===== src/pkg/mdb_pkg.sv =====
// constants, types and helpers of the motor dc brake sequencer
// Operation
// - contact closing with function 1..4 starts star-delta, star on
// - after the acceleration delay the delta output comes on
// - functions 1..4 accelerate 20, 15, 10 or 5 seconds in star
// - opening the motor-on contact by stop starts the braking cycle
// - short-circuit variant brakes only once its feedback has closed
// - relay 1 interlocks the motor contactor, open while braking
// - relay 2 drives the star contactor in start and in braking
// - relay 3 is delta in functions 1..4, ready in function 5
// - function 5 leaves star-delta timing to outside logic
// - relay 4 shows standstill, cleared on start or on any fault
// - any detected fault opens every relay output
// - short-circuit variant: interlock, contactor, ready, no standstill
// - braking current follows the current setpoint in amperes
// - braking ends on standstill from phase input or braking current
// - braking ends after 10 seconds without standstill
// - short-circuit variant: the setpoint is a braking time
// - flash codes: 1 frequency, 2 no current, 3 overtemperature
// - flash codes: 4 sync, 5 temp circuit, 6 motor live, 7 contactor
package mdb_pkg;
  // clock and time base
  localparam int CLK_PERIOD_NS = 10;
  localparam int T_SEC_NS      = 1_000_000_000;
  localparam int SEC_CYC       = T_SEC_NS / CLK_PERIOD_NS;
  localparam int T_MS_NS       = 1_000_000;
  localparam int MS_CYC        = T_MS_NS / CLK_PERIOD_NS;
  // acceleration, brake and contactor times in seconds
  localparam logic [7:0] ACC_FKT1_S   = 8'h14;
  localparam logic [7:0] ACC_FKT2_S   = 8'h0f;
  localparam logic [7:0] ACC_FKT3_S   = 8'h0a;
  localparam logic [7:0] ACC_FKT4_S   = 8'h05;
  localparam logic [7:0] BRAKE_TO_S   = 8'h0a;
  localparam logic [7:0] SC_WAIT_S    = 8'h02;
  // flash timing in milliseconds and debounce in cycles
  localparam int FLASH_ON_MS  = 300;
  localparam int FLASH_OFF_MS = 300;
  localparam int PAUSE_MS     = 1500;
  localparam int FLASH_ON_CYC  = FLASH_ON_MS * MS_CYC;
  localparam int FLASH_OFF_CYC = FLASH_OFF_MS * MS_CYC;
  localparam int PAUSE_CYC     = PAUSE_MS * MS_CYC;
  localparam int DEBOUNCE_CYC  = 1000;
  localparam logic [7:0] SC_CURRENT_A = 8'hff;
  // function switch settings
  localparam logic [2:0] FKT_EXT = 3'h5;
  // fault flash codes
  localparam logic [2:0] FLT_NONE  = 3'h0;
  localparam logic [2:0] FLT_FREQ  = 3'h1;
  localparam logic [2:0] FLT_NOCUR = 3'h2;
  localparam logic [2:0] FLT_OTEMP = 3'h3;
  localparam logic [2:0] FLT_NOSYN = 3'h4;
  localparam logic [2:0] FLT_TCIRC = 3'h5;
  localparam logic [2:0] FLT_MLIVE = 3'h6;
  localparam logic [2:0] FLT_SCSTK = 3'h7;
  // positions in the synchronised pin vector
  localparam int P_MON  = 0;
  localparam int P_SCF  = 1;
  localparam int P_STS  = 2;
  localparam int P_ILOW = 3;
  localparam int P_MV   = 4;
  localparam int P_FLT  = 5;
  localparam int P_VAR  = 10;
  localparam int P_TPC  = 11;
  localparam int P_FKT  = 12;
  localparam int P_ISET = 15;
  localparam int P_TSET = 23;
  localparam int PIN_W  = 31;

  typedef enum logic [2:0] {
    st_idle, st_star, st_run, st_sc_wait, st_brake, st_still, st_fault
  } mdb_state_e;

  // functions 1..4 time the star phase internally
  function automatic logic mdb_internal(input logic [2:0] f);
    return (f >= 3'h1) && (f <= 3'h4);
  endfunction

  // star phase length of a function setting
  function automatic logic [7:0] mdb_acc_s(input logic [2:0] f);
    case (f)
      3'h1:    return ACC_FKT1_S;
      3'h2:    return ACC_FKT2_S;
      3'h3:    return ACC_FKT3_S;
      default: return ACC_FKT4_S;
    endcase
  endfunction
endpackage


===== src/pkg/mdb_flash_if.sv =====
// carrier between the sequencer and its flash code generator
`timescale 1ns/1ps
`default_nettype none
interface mdb_flash_if;
  logic [2:0] code;
  logic       led;
  modport src (output code, input led);
  modport gen (input code, output led);
endinterface
`default_nettype wire


===== src/verilog/mdb_flash.sv =====
// flash code generator for the error indicator
`timescale 1ns/1ps
`default_nettype none
module mdb_flash import mdb_pkg::*; #(
  parameter int ON_CYC    = FLASH_ON_CYC,
  parameter int OFF_CYC   = FLASH_OFF_CYC,
  parameter int PAUSE_CYC_P = PAUSE_CYC
) (
  input  wire logic clk,
  input  wire logic nrst,
  mdb_flash_if.gen  fl
);
  logic [31:0] tmr_ff;
  logic [2:0]  left_ff;
  logic        led_ff;
  logic        tmr_done;
  logic        last;

  assign tmr_done = (tmr_ff == 32'h0);
  assign last     = (left_ff == 3'h0);
  assign fl.led   = led_ff;

  // a group of code flashes, then a pause longer than a gap
  always_ff @(posedge clk or negedge nrst) begin
    if (!nrst) begin
      tmr_ff  <= 32'h0;
      left_ff <= 3'h0;
      led_ff  <= 1'b0;
    end else if (fl.code == FLT_NONE) begin
      tmr_ff  <= 32'h0;
      left_ff <= 3'h0;
      led_ff  <= 1'b0;
    end else if (!tmr_done) begin
      tmr_ff <= tmr_ff - 32'h1;
    end else if (led_ff) begin
      led_ff <= 1'b0;
      tmr_ff <= last ? 32'(PAUSE_CYC_P - 1) : 32'(OFF_CYC - 1);
    end else if (last) begin
      left_ff <= fl.code;                  // reload after pause
    end else begin
      led_ff  <= 1'b1;
      left_ff <= left_ff - 3'h1;           // one flash per count
      tmr_ff  <= 32'(ON_CYC - 1);
    end
  end
endmodule // mdb_flash
`default_nettype wire


===== src/verilog/mdb_top.sv =====
// motor dc brake sequencer: inputs, start, braking, relays, faults
`timescale 1ns/1ps
`default_nettype none
module mdb_top import mdb_pkg::*; #(
  parameter int SEC_CYC_P   = SEC_CYC,
  parameter int DEBOUNCE_P  = DEBOUNCE_CYC,
  parameter int FL_ON_P     = FLASH_ON_CYC,
  parameter int FL_OFF_P    = FLASH_OFF_CYC,
  parameter int FL_PAUSE_P  = PAUSE_CYC
) (
  input  wire logic       clk,
  input  wire logic       nrst,
  input  wire logic       motor_on_contact_in,
  input  wire logic       shortcircuit_feedback_in,
  input  wire logic       standstill_sense_in,
  input  wire logic       brake_current_low_in,
  input  wire logic       motor_voltage_in,
  input  wire logic [4:0] fault_sense_in,
  input  wire logic       variant_sc_in,
  input  wire logic       third_phase_supply_in,
  input  wire logic [2:0] func_sel_in,
  input  wire logic [7:0] brake_current_setpoint,
  input  wire logic [7:0] brake_time_setpoint,
  output logic            relay_interlock,
  output logic            relay_star,
  output logic            relay_delta_ready,
  output logic            relay_standstill,
  output logic            brake_on,
  output logic      [7:0] brake_current_target,
  output logic            error_led,
  output logic      [2:0] fault_code
);
  logic [PIN_W-1:0] pins;
  logic [PIN_W-1:0] s1_ff;
  logic [PIN_W-1:0] s2_ff;
  logic [PIN_W-1:0] s3_ff;
  logic [PIN_W-1:0] pf_ff;
  logic [1:0]       db_val;
  mdb_state_e       state_ff;
  mdb_state_e       nxt_state;
  logic             mon_q_ff;
  logic [31:0]      pre_ff;
  logic [7:0]       sec_ff;
  logic [2:0]       flt_ff;
  logic [2:0]       nxt_flt;
  logic [2:0]       ext_flt;
  logic [2:0]       fsm_flt;
  logic             intl_ff;
  logic             star_ff;
  logic             r3_ff;
  logic             still_ff;
  logic             brk_ff;
  logic [7:0]       itgt_ff;
  logic             nxt_intl;
  logic             nxt_star;
  logic             nxt_r3;
  logic             nxt_still;
  logic             nxt_brk;
  logic [7:0]       nxt_itgt;

  // gather every outside level into one vector for synchronising
  assign pins = {brake_time_setpoint, brake_current_setpoint, func_sel_in,
                 third_phase_supply_in, variant_sc_in, fault_sense_in,
                 motor_voltage_in, brake_current_low_in,
                 standstill_sense_in, shortcircuit_feedback_in,
                 motor_on_contact_in};

  // three stages; a change counts once stages two and three agree
  always_ff @(posedge clk or negedge nrst) begin
    if (!nrst) begin
      s1_ff <= '0;
      s2_ff <= '0;
      s3_ff <= '0;
    end else begin
      s1_ff <= pins;
      s2_ff <= s1_ff;
      s3_ff <= s2_ff;
    end
  end

  // agreed value per bit; knobs are static so skew between bits is harmless
  always_ff @(posedge clk or negedge nrst) begin
    if (!nrst) begin
      pf_ff <= '0;
    end else begin
      pf_ff <= (s2_ff & s3_ff) | (pf_ff & (s2_ff | s3_ff));
    end
  end

  // named views of the filtered pins
  logic       var_sc;
  logic       tp_conn;
  logic [2:0] fkt;
  logic [7:0] iset;
  logic [7:0] tset;
  logic       ext_mode;
  logic       internal;
  logic       mon;
  logic       scf;
  logic       mon_rise;
  logic       mon_fall;
  logic       standstill;
  logic       tick;
  logic       state_chg;

  assign var_sc   = pf_ff[P_VAR];
  assign tp_conn  = pf_ff[P_TPC];
  assign fkt      = pf_ff[P_FKT +: 3];
  assign iset     = pf_ff[P_ISET +: 8];
  assign tset     = pf_ff[P_TSET +: 8];
  assign internal = mdb_internal(fkt) && !var_sc;
  assign ext_mode = (fkt == FKT_EXT) || var_sc;      // relay 3 as ready
  assign mon      = db_val[0];
  assign scf      = db_val[1];
  assign mon_rise = mon && !mon_q_ff;
  assign mon_fall = !mon && mon_q_ff;

  // contacts must hold a new level for the whole window
  genvar gi;
  generate
    for (gi = 0; gi < 2; gi++) begin : g_db
      logic [31:0] cnt_ff;
      logic        val_ff;
      always_ff @(posedge clk or negedge nrst) begin
        if (!nrst) begin
          cnt_ff <= 32'h0;
          val_ff <= 1'b0;
        end else if (pf_ff[gi] == val_ff) begin
          cnt_ff <= 32'h0;
        end else if (cnt_ff >= 32'(DEBOUNCE_P - 1)) begin
          cnt_ff <= 32'h0;
          val_ff <= pf_ff[gi];
        end else begin
          cnt_ff <= cnt_ff + 32'h1;
        end
      end
      assign db_val[gi] = val_ff;
    end
  endgenerate

  // standstill from the phase input, else from the braking current
  assign standstill = tp_conn ? pf_ff[P_STS] : pf_ff[P_ILOW];

  // seconds count in the current state, restarted on every change
  assign tick      = (pre_ff >= 32'(SEC_CYC_P - 1));
  assign state_chg = (nxt_state != state_ff);

  always_ff @(posedge clk or negedge nrst) begin
    if (!nrst) begin
      pre_ff <= 32'h0;
      sec_ff <= 8'h0;
    end else if (state_chg) begin
      pre_ff <= 32'h0;
      sec_ff <= 8'h0;
    end else if (tick) begin
      pre_ff <= 32'h0;
      sec_ff <= (sec_ff == 8'hff) ? sec_ff : sec_ff + 8'h1;
    end else begin
      pre_ff <= pre_ff + 32'h1;
    end
  end

  // outside fault pins, lowest code first
  assign ext_flt = pf_ff[P_FLT]     ? FLT_FREQ  :
                   pf_ff[P_FLT + 1] ? FLT_NOCUR :
                   pf_ff[P_FLT + 2] ? FLT_OTEMP :
                   pf_ff[P_FLT + 3] ? FLT_NOSYN :
                   pf_ff[P_FLT + 4] ? FLT_TCIRC : FLT_NONE;

  // sequence faults found at brake start
  always_comb begin
    fsm_flt = FLT_NONE;
    if ((state_ff == st_star || state_ff == st_run) && mon_fall &&
        !var_sc && pf_ff[P_MV]) begin
      fsm_flt = FLT_MLIVE;
    end else if (state_ff == st_sc_wait && !scf && tick &&
                 sec_ff >= SC_WAIT_S - 8'h1) begin
      fsm_flt = FLT_SCSTK;
    end
  end

  // first fault is held until reset; the flash code does not change
  assign nxt_flt = (flt_ff != FLT_NONE) ? flt_ff :
                   (ext_flt != FLT_NONE) ? ext_flt : fsm_flt;

  // sequencing of start and braking
  always_comb begin
    nxt_state = state_ff;
    case (state_ff)
      st_idle, st_still: begin
        if (mon_rise) begin
          nxt_state = internal ? st_star : st_run;
        end
      end
      st_star: begin
        if (mon_fall) begin
          nxt_state = st_brake;
        end else if (tick && sec_ff >= mdb_acc_s(fkt) - 8'h1) begin
          nxt_state = st_run;
        end
      end
      st_run: begin
        if (mon_fall) begin
          nxt_state = var_sc ? st_sc_wait : st_brake;
        end
      end
      st_sc_wait: begin
        if (scf) begin
          nxt_state = st_brake;
        end
      end
      st_brake: begin
        if (var_sc) begin
          if (tick && sec_ff >= tset - 8'h1) begin
            nxt_state = st_idle;
          end
        end else if (standstill) begin
          nxt_state = st_still;
        end else if (tick && sec_ff >= BRAKE_TO_S - 8'h1) begin
          nxt_state = st_idle;
        end
      end
      st_fault: nxt_state = st_fault;
      default:  nxt_state = st_idle;
    endcase
    if (nxt_flt != FLT_NONE) begin
      nxt_state = st_fault;
    end
  end

  // relay levels derived from the next state
  always_comb begin
    nxt_intl  = 1'b0;
    nxt_star  = 1'b0;
    nxt_r3    = 1'b0;
    nxt_still = 1'b0;
    nxt_brk   = 1'b0;
    nxt_itgt  = 8'h0;
    case (nxt_state)
      st_idle: begin
        nxt_intl = 1'b1;
        nxt_r3   = ext_mode;
      end
      st_still: begin
        nxt_intl  = 1'b1;
        nxt_r3    = ext_mode;
        nxt_still = !var_sc;
      end
      st_star: begin
        nxt_intl = 1'b1;
        nxt_star = 1'b1;
      end
      st_run: begin
        nxt_intl = 1'b1;
        nxt_r3   = internal | ext_mode;              // delta or ready
      end
      st_sc_wait: begin
        nxt_r3 = 1'b1;
      end
      st_brake: begin
        nxt_star = 1'b1;
        nxt_r3   = ext_mode;
        nxt_brk  = 1'b1;
        nxt_itgt = var_sc ? SC_CURRENT_A : iset;
      end
      st_fault: nxt_intl = 1'b0;
      default:  nxt_intl = 1'b0;
    endcase
    // interlock stays open whenever braking current may flow
    if (nxt_brk) begin
      nxt_intl = 1'b0;
    end
  end

  // state, fault and relay registers
  always_ff @(posedge clk or negedge nrst) begin
    if (!nrst) begin
      state_ff <= st_idle;
      mon_q_ff <= 1'b0;
      flt_ff   <= FLT_NONE;
    end else begin
      state_ff <= nxt_state;
      mon_q_ff <= mon;
      flt_ff   <= nxt_flt;
    end
  end

  always_ff @(posedge clk or negedge nrst) begin
    if (!nrst) begin
      intl_ff  <= 1'b0;
      star_ff  <= 1'b0;
      r3_ff    <= 1'b0;
      still_ff <= 1'b0;
      brk_ff   <= 1'b0;
      itgt_ff  <= 8'h0;
    end else begin
      intl_ff  <= nxt_intl;
      star_ff  <= nxt_star;
      r3_ff    <= nxt_r3;
      still_ff <= nxt_still;
      brk_ff   <= nxt_brk;
      itgt_ff  <= nxt_itgt;
    end
  end

  // fault flash generator
  mdb_flash_if fl_if ();
  assign fl_if.code = flt_ff;

  mdb_flash #(
    .ON_CYC      (FL_ON_P),
    .OFF_CYC     (FL_OFF_P),
    .PAUSE_CYC_P (FL_PAUSE_P)
  ) u_flash (
    .clk  (clk),
    .nrst (nrst),
    .fl   (fl_if.gen)
  );

  assign relay_interlock      = intl_ff;
  assign relay_star           = star_ff;
  assign relay_delta_ready    = r3_ff;
  assign relay_standstill     = still_ff;
  assign brake_on             = brk_ff;
  assign brake_current_target = itgt_ff;
  assign error_led            = fl_if.led;
  assign fault_code           = flt_ff;
endmodule // mdb_top
`default_nettype wire

===== config.mk =====
export PLATFORM = sky130hd
export DESIGN_NAME = mdb_top
export DESIGN_NICKNAME = d
export VERILOG_FILES = /design/src/pkg/mdb_pkg.sv /design/src/pkg/mdb_flash_if.sv /design/src/verilog/mdb_flash.sv /design/src/verilog/mdb_top.sv
export SDC_FILE = /design/constraint.sdc
export NUM_CORES = 1
export LEC_CHECK = 0
export ABC_CLOCK_PERIOD_IN_PS = 3600
export BUFFER_PORTS_ARGS = -buffer_cell sky130_fd_sc_hd__buf_2
export CORE_MARGIN = 2
export CORE_UTILIZATION = 45
export CTS_CLUSTER_DIAMETER = 80
export DETAILED_ROUTE_END_ITERATION = 12
export GPL_TIMING_DRIVEN = 0
export HOLD_SLACK_MARGIN = 0.02
export PLACE_DENSITY = 0.7
export SYNTH_ARGS = -nofsm -noshare
export SYNTH_HDL_FRONTEND = slang
export SYNTH_SLANG_ARGS = --single-unit

===== constraint.sdc =====
create_clock -name clk -period 3.6 [get_ports clk]
set_clock_uncertainty 0.1 [all_clocks]
set_input_delay 0.72 -clock clk [delete_from_list [all_inputs] [get_ports clk]]
set_output_delay 0.72 -clock clk [all_outputs]
set_load 0.05 [all_outputs]

**Yosys cells after proc, flatten, opt, wreduce, memory -nomap -nowiden**

Index checks and enable logic that the tools add are counted.

- Reduce and logical (&&, ||, !) cells: 37
- Order comparisons: 9
- Add/subtract/negate cells: 8
- Equality and inequality tests: 22
- Muxes and demuxes: 56
- Bitwise logic cells: 7

Operators by type and width:

| kind | count |
|---|---|
| 32-bit two-way mux | 10 |
| 32-bit by 1-bit adder with 32-bit output, second input constant | 3 |
| 3-bit two-way mux | 24 |
| 32-bit by 10-bit greater-or-equal comparator with 1-bit output, second input constant | 2 |
| 31-bit AND | 2 |
| 31-bit OR | 2 |
| 8-bit two-way mux | 7 |
| 32-bit by 27-bit greater-or-equal comparator with 1-bit output, second input constant | 1 |
| 32-bit zero test | 1 |
| 32-bit by 1-bit subtractor with 32-bit output, second input constant | 1 |
| 28-bit two-way mux | 1 |
| 3-bit by 2-bit equality test with 1-bit output, second input constant | 6 |
| 3-bit equality test, second input constant | 6 |
| 3-bit one-hot mux with 6 select lines | 1 |
| 8-bit greater-or-equal comparator | 2 |
| 8-bit by 1-bit subtractor with 8-bit output, second input constant | 2 |
| 5-bit one-hot mux with 3 select lines | 1 |
| 1-bit logical AND | 13 |
| 3-bit zero test | 4 |
| 1-bit two-way mux | 10 |
| 3-bit by 1-bit equality test with 1-bit output, second input constant | 3 |
| 3-bit nonzero test | 3 |
| 8-bit by 1-bit adder with 8-bit output, second input constant | 1 |
| 8-bit equality test, second input constant | 1 |
| other kinds (20) | 32 |

- Output and inout bits: 17
- Word-level logic and storage cells: 161
- Bits of input ports: 33
- Bits in registers: 286

**Longest topological paths before layout**

- Word-level depth: 15
- Depth in mapped cells: 14

**Cells and area by module**

A second synthesis with hierarchy kept.

- Cells, all modules: 898
- Area total of the unflattened synthesis: 11310.8 sq um

Modules (own cells, without submodules):

| module | area an instance (sq um) | seq. area each (sq um) | times used | cells an instance |
|---|---|---|---|---|
| mdb_top | 9316.4 | 6256.0 | 1 | 690 |
| mdb_flash | 1994.4 | 900.9 | 1 | 208 |

**Worst setup path before layout**

Ideal clock, no wire load.

- Path type: reg2reg
- Start point: register sec_ff[1]
- End point: register pre_ff[17]
- Cell stages (with the launch flop): 11
- Slack: 638 ps
- Period minus slack after synthesis: 2962 ps
- Data required time: 3362 ps
- Arrival: 2724 ps
- Library setup time: 138 ps
- Cells stage by stage: dfrtp_1 -> inv_1 -> ha_1 -> or3b_2 -> o311ai_2 -> a21oi_2 -> a211oi_4 -> nand3_2 -> xor2_1 -> buf_2 -> nor4_1

- Cells in the longest elaborated chain, start to end: 10

Ends and longest elaborated chain:

| element | RTL line | text |
|---|---|---|
| from (decl) | mdb_top.sv:43 | `logic [7:0] sec_ff;` |
| from (signal assigned) | mdb_top.sv:157 | `sec_ff <= (sec_ff == 8'hff) ? sec_ff : sec_ff + 8'h1;` |
| 8-bit by 1-bit greater-or-equal comparator with 1-bit output | mdb_top.sv:177 | `sec_ff >= SC_WAIT_S - 8'h1) begin` |
| 1-bit logical AND | mdb_top.sv:176 | `end else if (state_ff == st_sc_wait && !scf && tick &&` |
| 3-bit two-way mux | mdb_top.sv:176 |  |
| 3-bit two-way mux | mdb_top.sv:173 | `if ((state_ff == st_star \|\| state_ff == st_run) && mon_fall &&` |
| 3-bit two-way mux | mdb_top.sv:184 | `(ext_flt != FLT_NONE) ? ext_flt : fsm_flt;` |
| 3-bit two-way mux | mdb_top.sv:183 | `assign nxt_flt = (flt_ff != FLT_NONE) ? flt_ff :` |
| 3-bit nonzero test | mdb_top.sv:226 | `if (nxt_flt != FLT_NONE) begin` |
| 3-bit two-way mux * | mdb_top.sv:226 |  |
| named net nxt_state[1] | mdb_top.sv:40 | `mdb_state_e nxt_state;` |
| 3-bit != test * | mdb_top.sv:146 | `assign state_chg = (nxt_state != state_ff);` |
| 32-bit two-way mux * | mdb_top.sv:152 | `end else if (state_chg) begin` |
| to (signal assigned) | mdb_top.sv:159 | `pre_ff <= pre_ff + 32'h1;` |
| to (decl) | mdb_top.sv:42 | `logic [31:0] pre_ff;` |

The timed path passes the listed nets; every way through them passes the cells marked *.
A chain may end at the register's enable or synchronous reset.

**Worst setup path after layout**

- Start point: register sec_ff[0]
- End point: register pre_ff[14]

The elaborated chain is that of the path after synthesis.

==> results.md <==
- Status: finished, final reports clean
- Port Buf Inserts: 49
- Syn Inst Count: 908
- Power per cell area: 618.0 mW/mm2
- Clock Tree Buf Depth: 3
- Root Driver: clkbuf_16
- Final worst setup slack: 274.8 ps
- Asr flop ratio synth: 100.0%
- Share of layout cells above drive strength 1: 12.37%
- Fmax: 0.3007 GHz
- Final worst path period need: 3325 ps
- CP delay by family, top: simple AND/OR/NAND/NOR gates
- Largest net degree at the start of global routing: 131
- Yosys cell types: 67
- DRC Markers: 0
- Arr. time, crit path: 3660 ps
- GRT Util Overall: 15.67%
- CTS tree: done
- First-pass GRT wire length: 34360 um
- Drt initial violations: 418
- Routability Congestion: 0.8354
- Buffers and inverters on the worst path: 2
- # diodes: 0
- Commonest cells in the netlist: 286 x dfrtp_1, 74 x nor2_1, 50 x nand2_1, 44 x nor4_1, 42 x xnor2_1
- DP Worst Slack: -5.049 ps
- DR WL/cell: 14.19 um
- Fillers: 2102
- Area of the die: 0.02619 mm2
- Synth Cell Area: 0.01121 mm2
- Routed vias/inst: 5.074
- Least-Margin Pin Slew: 927.4 ps
- #FFs+latches synth: 286
- Fin area: 0.01306 mm2
- Post-DP HPWL: 12970 um
- Tightest Hold Check Type: in -> reg
- Rows: 57
- Maximum vdd drop: 0.4545 mV
- Startpoint Class: flop
- H-tree lvl count: 1
- CP Max Fanout: 10
- Clk sinks: 286
- Pwr Total: 8071 uW
- Core area: 0.02439 mm2
- I/O Pins: 50
- Critical path class: reg -> reg
- Worst-path clk slew: 60 ps
- Area grow syn2layout: 16.51%
- Setup Viol. Count Final: 0
- Max Slew Vio Count: 0
- Prevailing post-synth register cell: dfrtp_1
- EDFF count, synth: 0
- TritonCTS Buffers: 29
- Max cap viols: 0
- RSZ-0062 raised after global routing: false
- Count leader, synth: dfrtp_1
- Clock latency on the worst-skew pair: 560 ps
- Fin. Hold Viols: 0
- Crit-path max cell delay: 480 ps
- Die Ht: 161.8 um
- DP Area: 0.01211 mm2
- Via Count: 7018
- Gr ovfl total: 0
- Seq/Total Area, Yosys: 63.85%
- Initial Utilization: 45.96%
- Die width: 161.8 um
- CP Cell Sequence: inv_1, ha_1, or3b_2, o311ai_4, a21oi_2, a211oi_4, nand3_2, xor2_2, buf_2, nor4_1
- Leading area contributor after synthesis: dfrtp_1
- Initial antenna violation count: 0
- Nets: 1099
- Routed Antenna Nets: 0
- Syn_area_per_cell: 12.35 um2
- Slowest CP cell: or3b_2
- Leakage power: 0.005712 uW
- Critical path required time: 3930 ps
- Slew Limit Headroom: 37.60%
- Synth warnings: 0
- Initial DRT Pass Iterations: 5
- Critical Path End Type: flop
- Vias in the first global route: 7115
- Post-Route WL: 19630 um
- Top cell type's share of synthesized area: 63.85%
- Setup TNS Final: 0 ps
- Largest cells by area after synthesis: dfrtp_1 64%, xnor2_1 3.3%, ha_1 2.8%
- Fin crit share: 92.37%
power breakdown:
| part | switching, uW | internal (uW) | total (uW) |
|---|---|---|---|
| Sequential | 352 | 3560 | 3910 |
| Combinational | 796 | 559 | 1360 |
| Clock | 1180 | 1620 | 2800 |
| Total | 2330 | 5740 | 8070 |
path summary, 6_finish.rpt:
path | from | end | slack [ps] | cells after the start
max | sec_ff[0] | pre_ff[14] | 270 | 10
min | brake_current_setpoint[6] | s1_ff[21] | 170 | 1
max reg2reg | sec_ff[0] | pre_ff[14] | 270 | 10
min reg2reg | s1_ff[11] | s2_ff[11] | 240 | 0
max in group asynchronous | nrst | sec_ff[1] | 1430 | 4
min in group asynchronous | nrst | u_flash.tmr_ff[31] | 540 | 2
logic make-up after synthesis:
family | synth area share (%)
AND/OR/NAND/NOR | 15.49
AO/OA/AOI/OAI | 7.255
multiplexers | 0.5581
other | 0.06700
buffers and inverters | 1.596
adder cells (fa/ha/maj) | 5.559
flip-flops | 63.85
XOR/XNOR | 5.626
flip-flops by register name, summed over array words and instances (netlist names):
signal                cells
relay_star                1
u_flash.fl.led            1
brake_current_target      8
relay_standstill          1
brake_on                  1
pre_ff                   32
pf_ff                    31
u_flash.tmr_ff           32
u_flash.left_ff           3
s2_ff                    31
relay_delta_ready         1
g_db.cnt_ff              64
g_db.val_ff               2
s1_ff                    31
fault_code                3
sec_ff                    8
relay_interlock           1
mon_q_ff                  1
state_ff                  3
s3_ff                    31
layout make-up:
cell class | count | area (um2) | area share [%]
plain buffers | 27 | 118.9 | 0.9101
clock buffers | 41 | 840.8 | 6.438
clock inverters | 8 | 61.31 | 0.4694
multi-input cells | 627 | 4080 | 31.24
repair buffers | 54 | 335.3 | 2.568
well taps | 324 | 405.4 | 3.104
flip-flops and latches | 286 | 7158 | 54.81
inverters | 16 | 60.06 | 0.4599
timing repair:
item	CTS	global route
setup buffers	0	2
resized for setup	1	5
gates cloned	0	0
hold endpoints to repair	37	0
setup endpoints to repair	20	41
pin swaps	0	1
hold buffers	1	0
stage by stage:
stage	utilization, %	hold slack [ps]	instances
2_1_floorplan	-	231.2	956
3_5_place_dp	49.63	234.7	1331
6_report	53.54	170.9	1383
5_1_grt	53.54	142.1	1383
4_1_cts	53.40	137.7	1381
3_3_place_gp	49.36	231.6	1329
cell usage in the layout, fill, tap and decap left out, types with 9 or more instances in the layout:
cell,count
a21oi_1,30
and3_1,16
buf_2,56
clkbuf_1,21
clkbuf_16,29
conb_1,50
dfrtp_1,285
ha_1,25
inv_1,16
maj3_1,31
nand2_1,50
nand3_1,25
nand4_1,21
nor2_1,74
nor3_1,32
nor4_1,44
o21a_1,9
o21ai_0,16
or3_1,13
xnor2_1,42
xor2_1,29
metal layers:
metal	share of wire (%)	global-route usage, %
met1	47	22.35
met4	2.2	4.023
met3	4.3	2.681
met5	0	0
met2	46	25.18
worst reg2reg max path, cell delays in order (launching register included):
cell and delay (ps):
dfrtp_1 470, inv_1 180, ha_1 150, or3b_2 480, o311ai_4 330, a21oi_2 80, a211oi_4 370, nand3_2 230
xor2_2 250, buf_2 240, nor4_1 320
(Power assumes the default switching activity.)
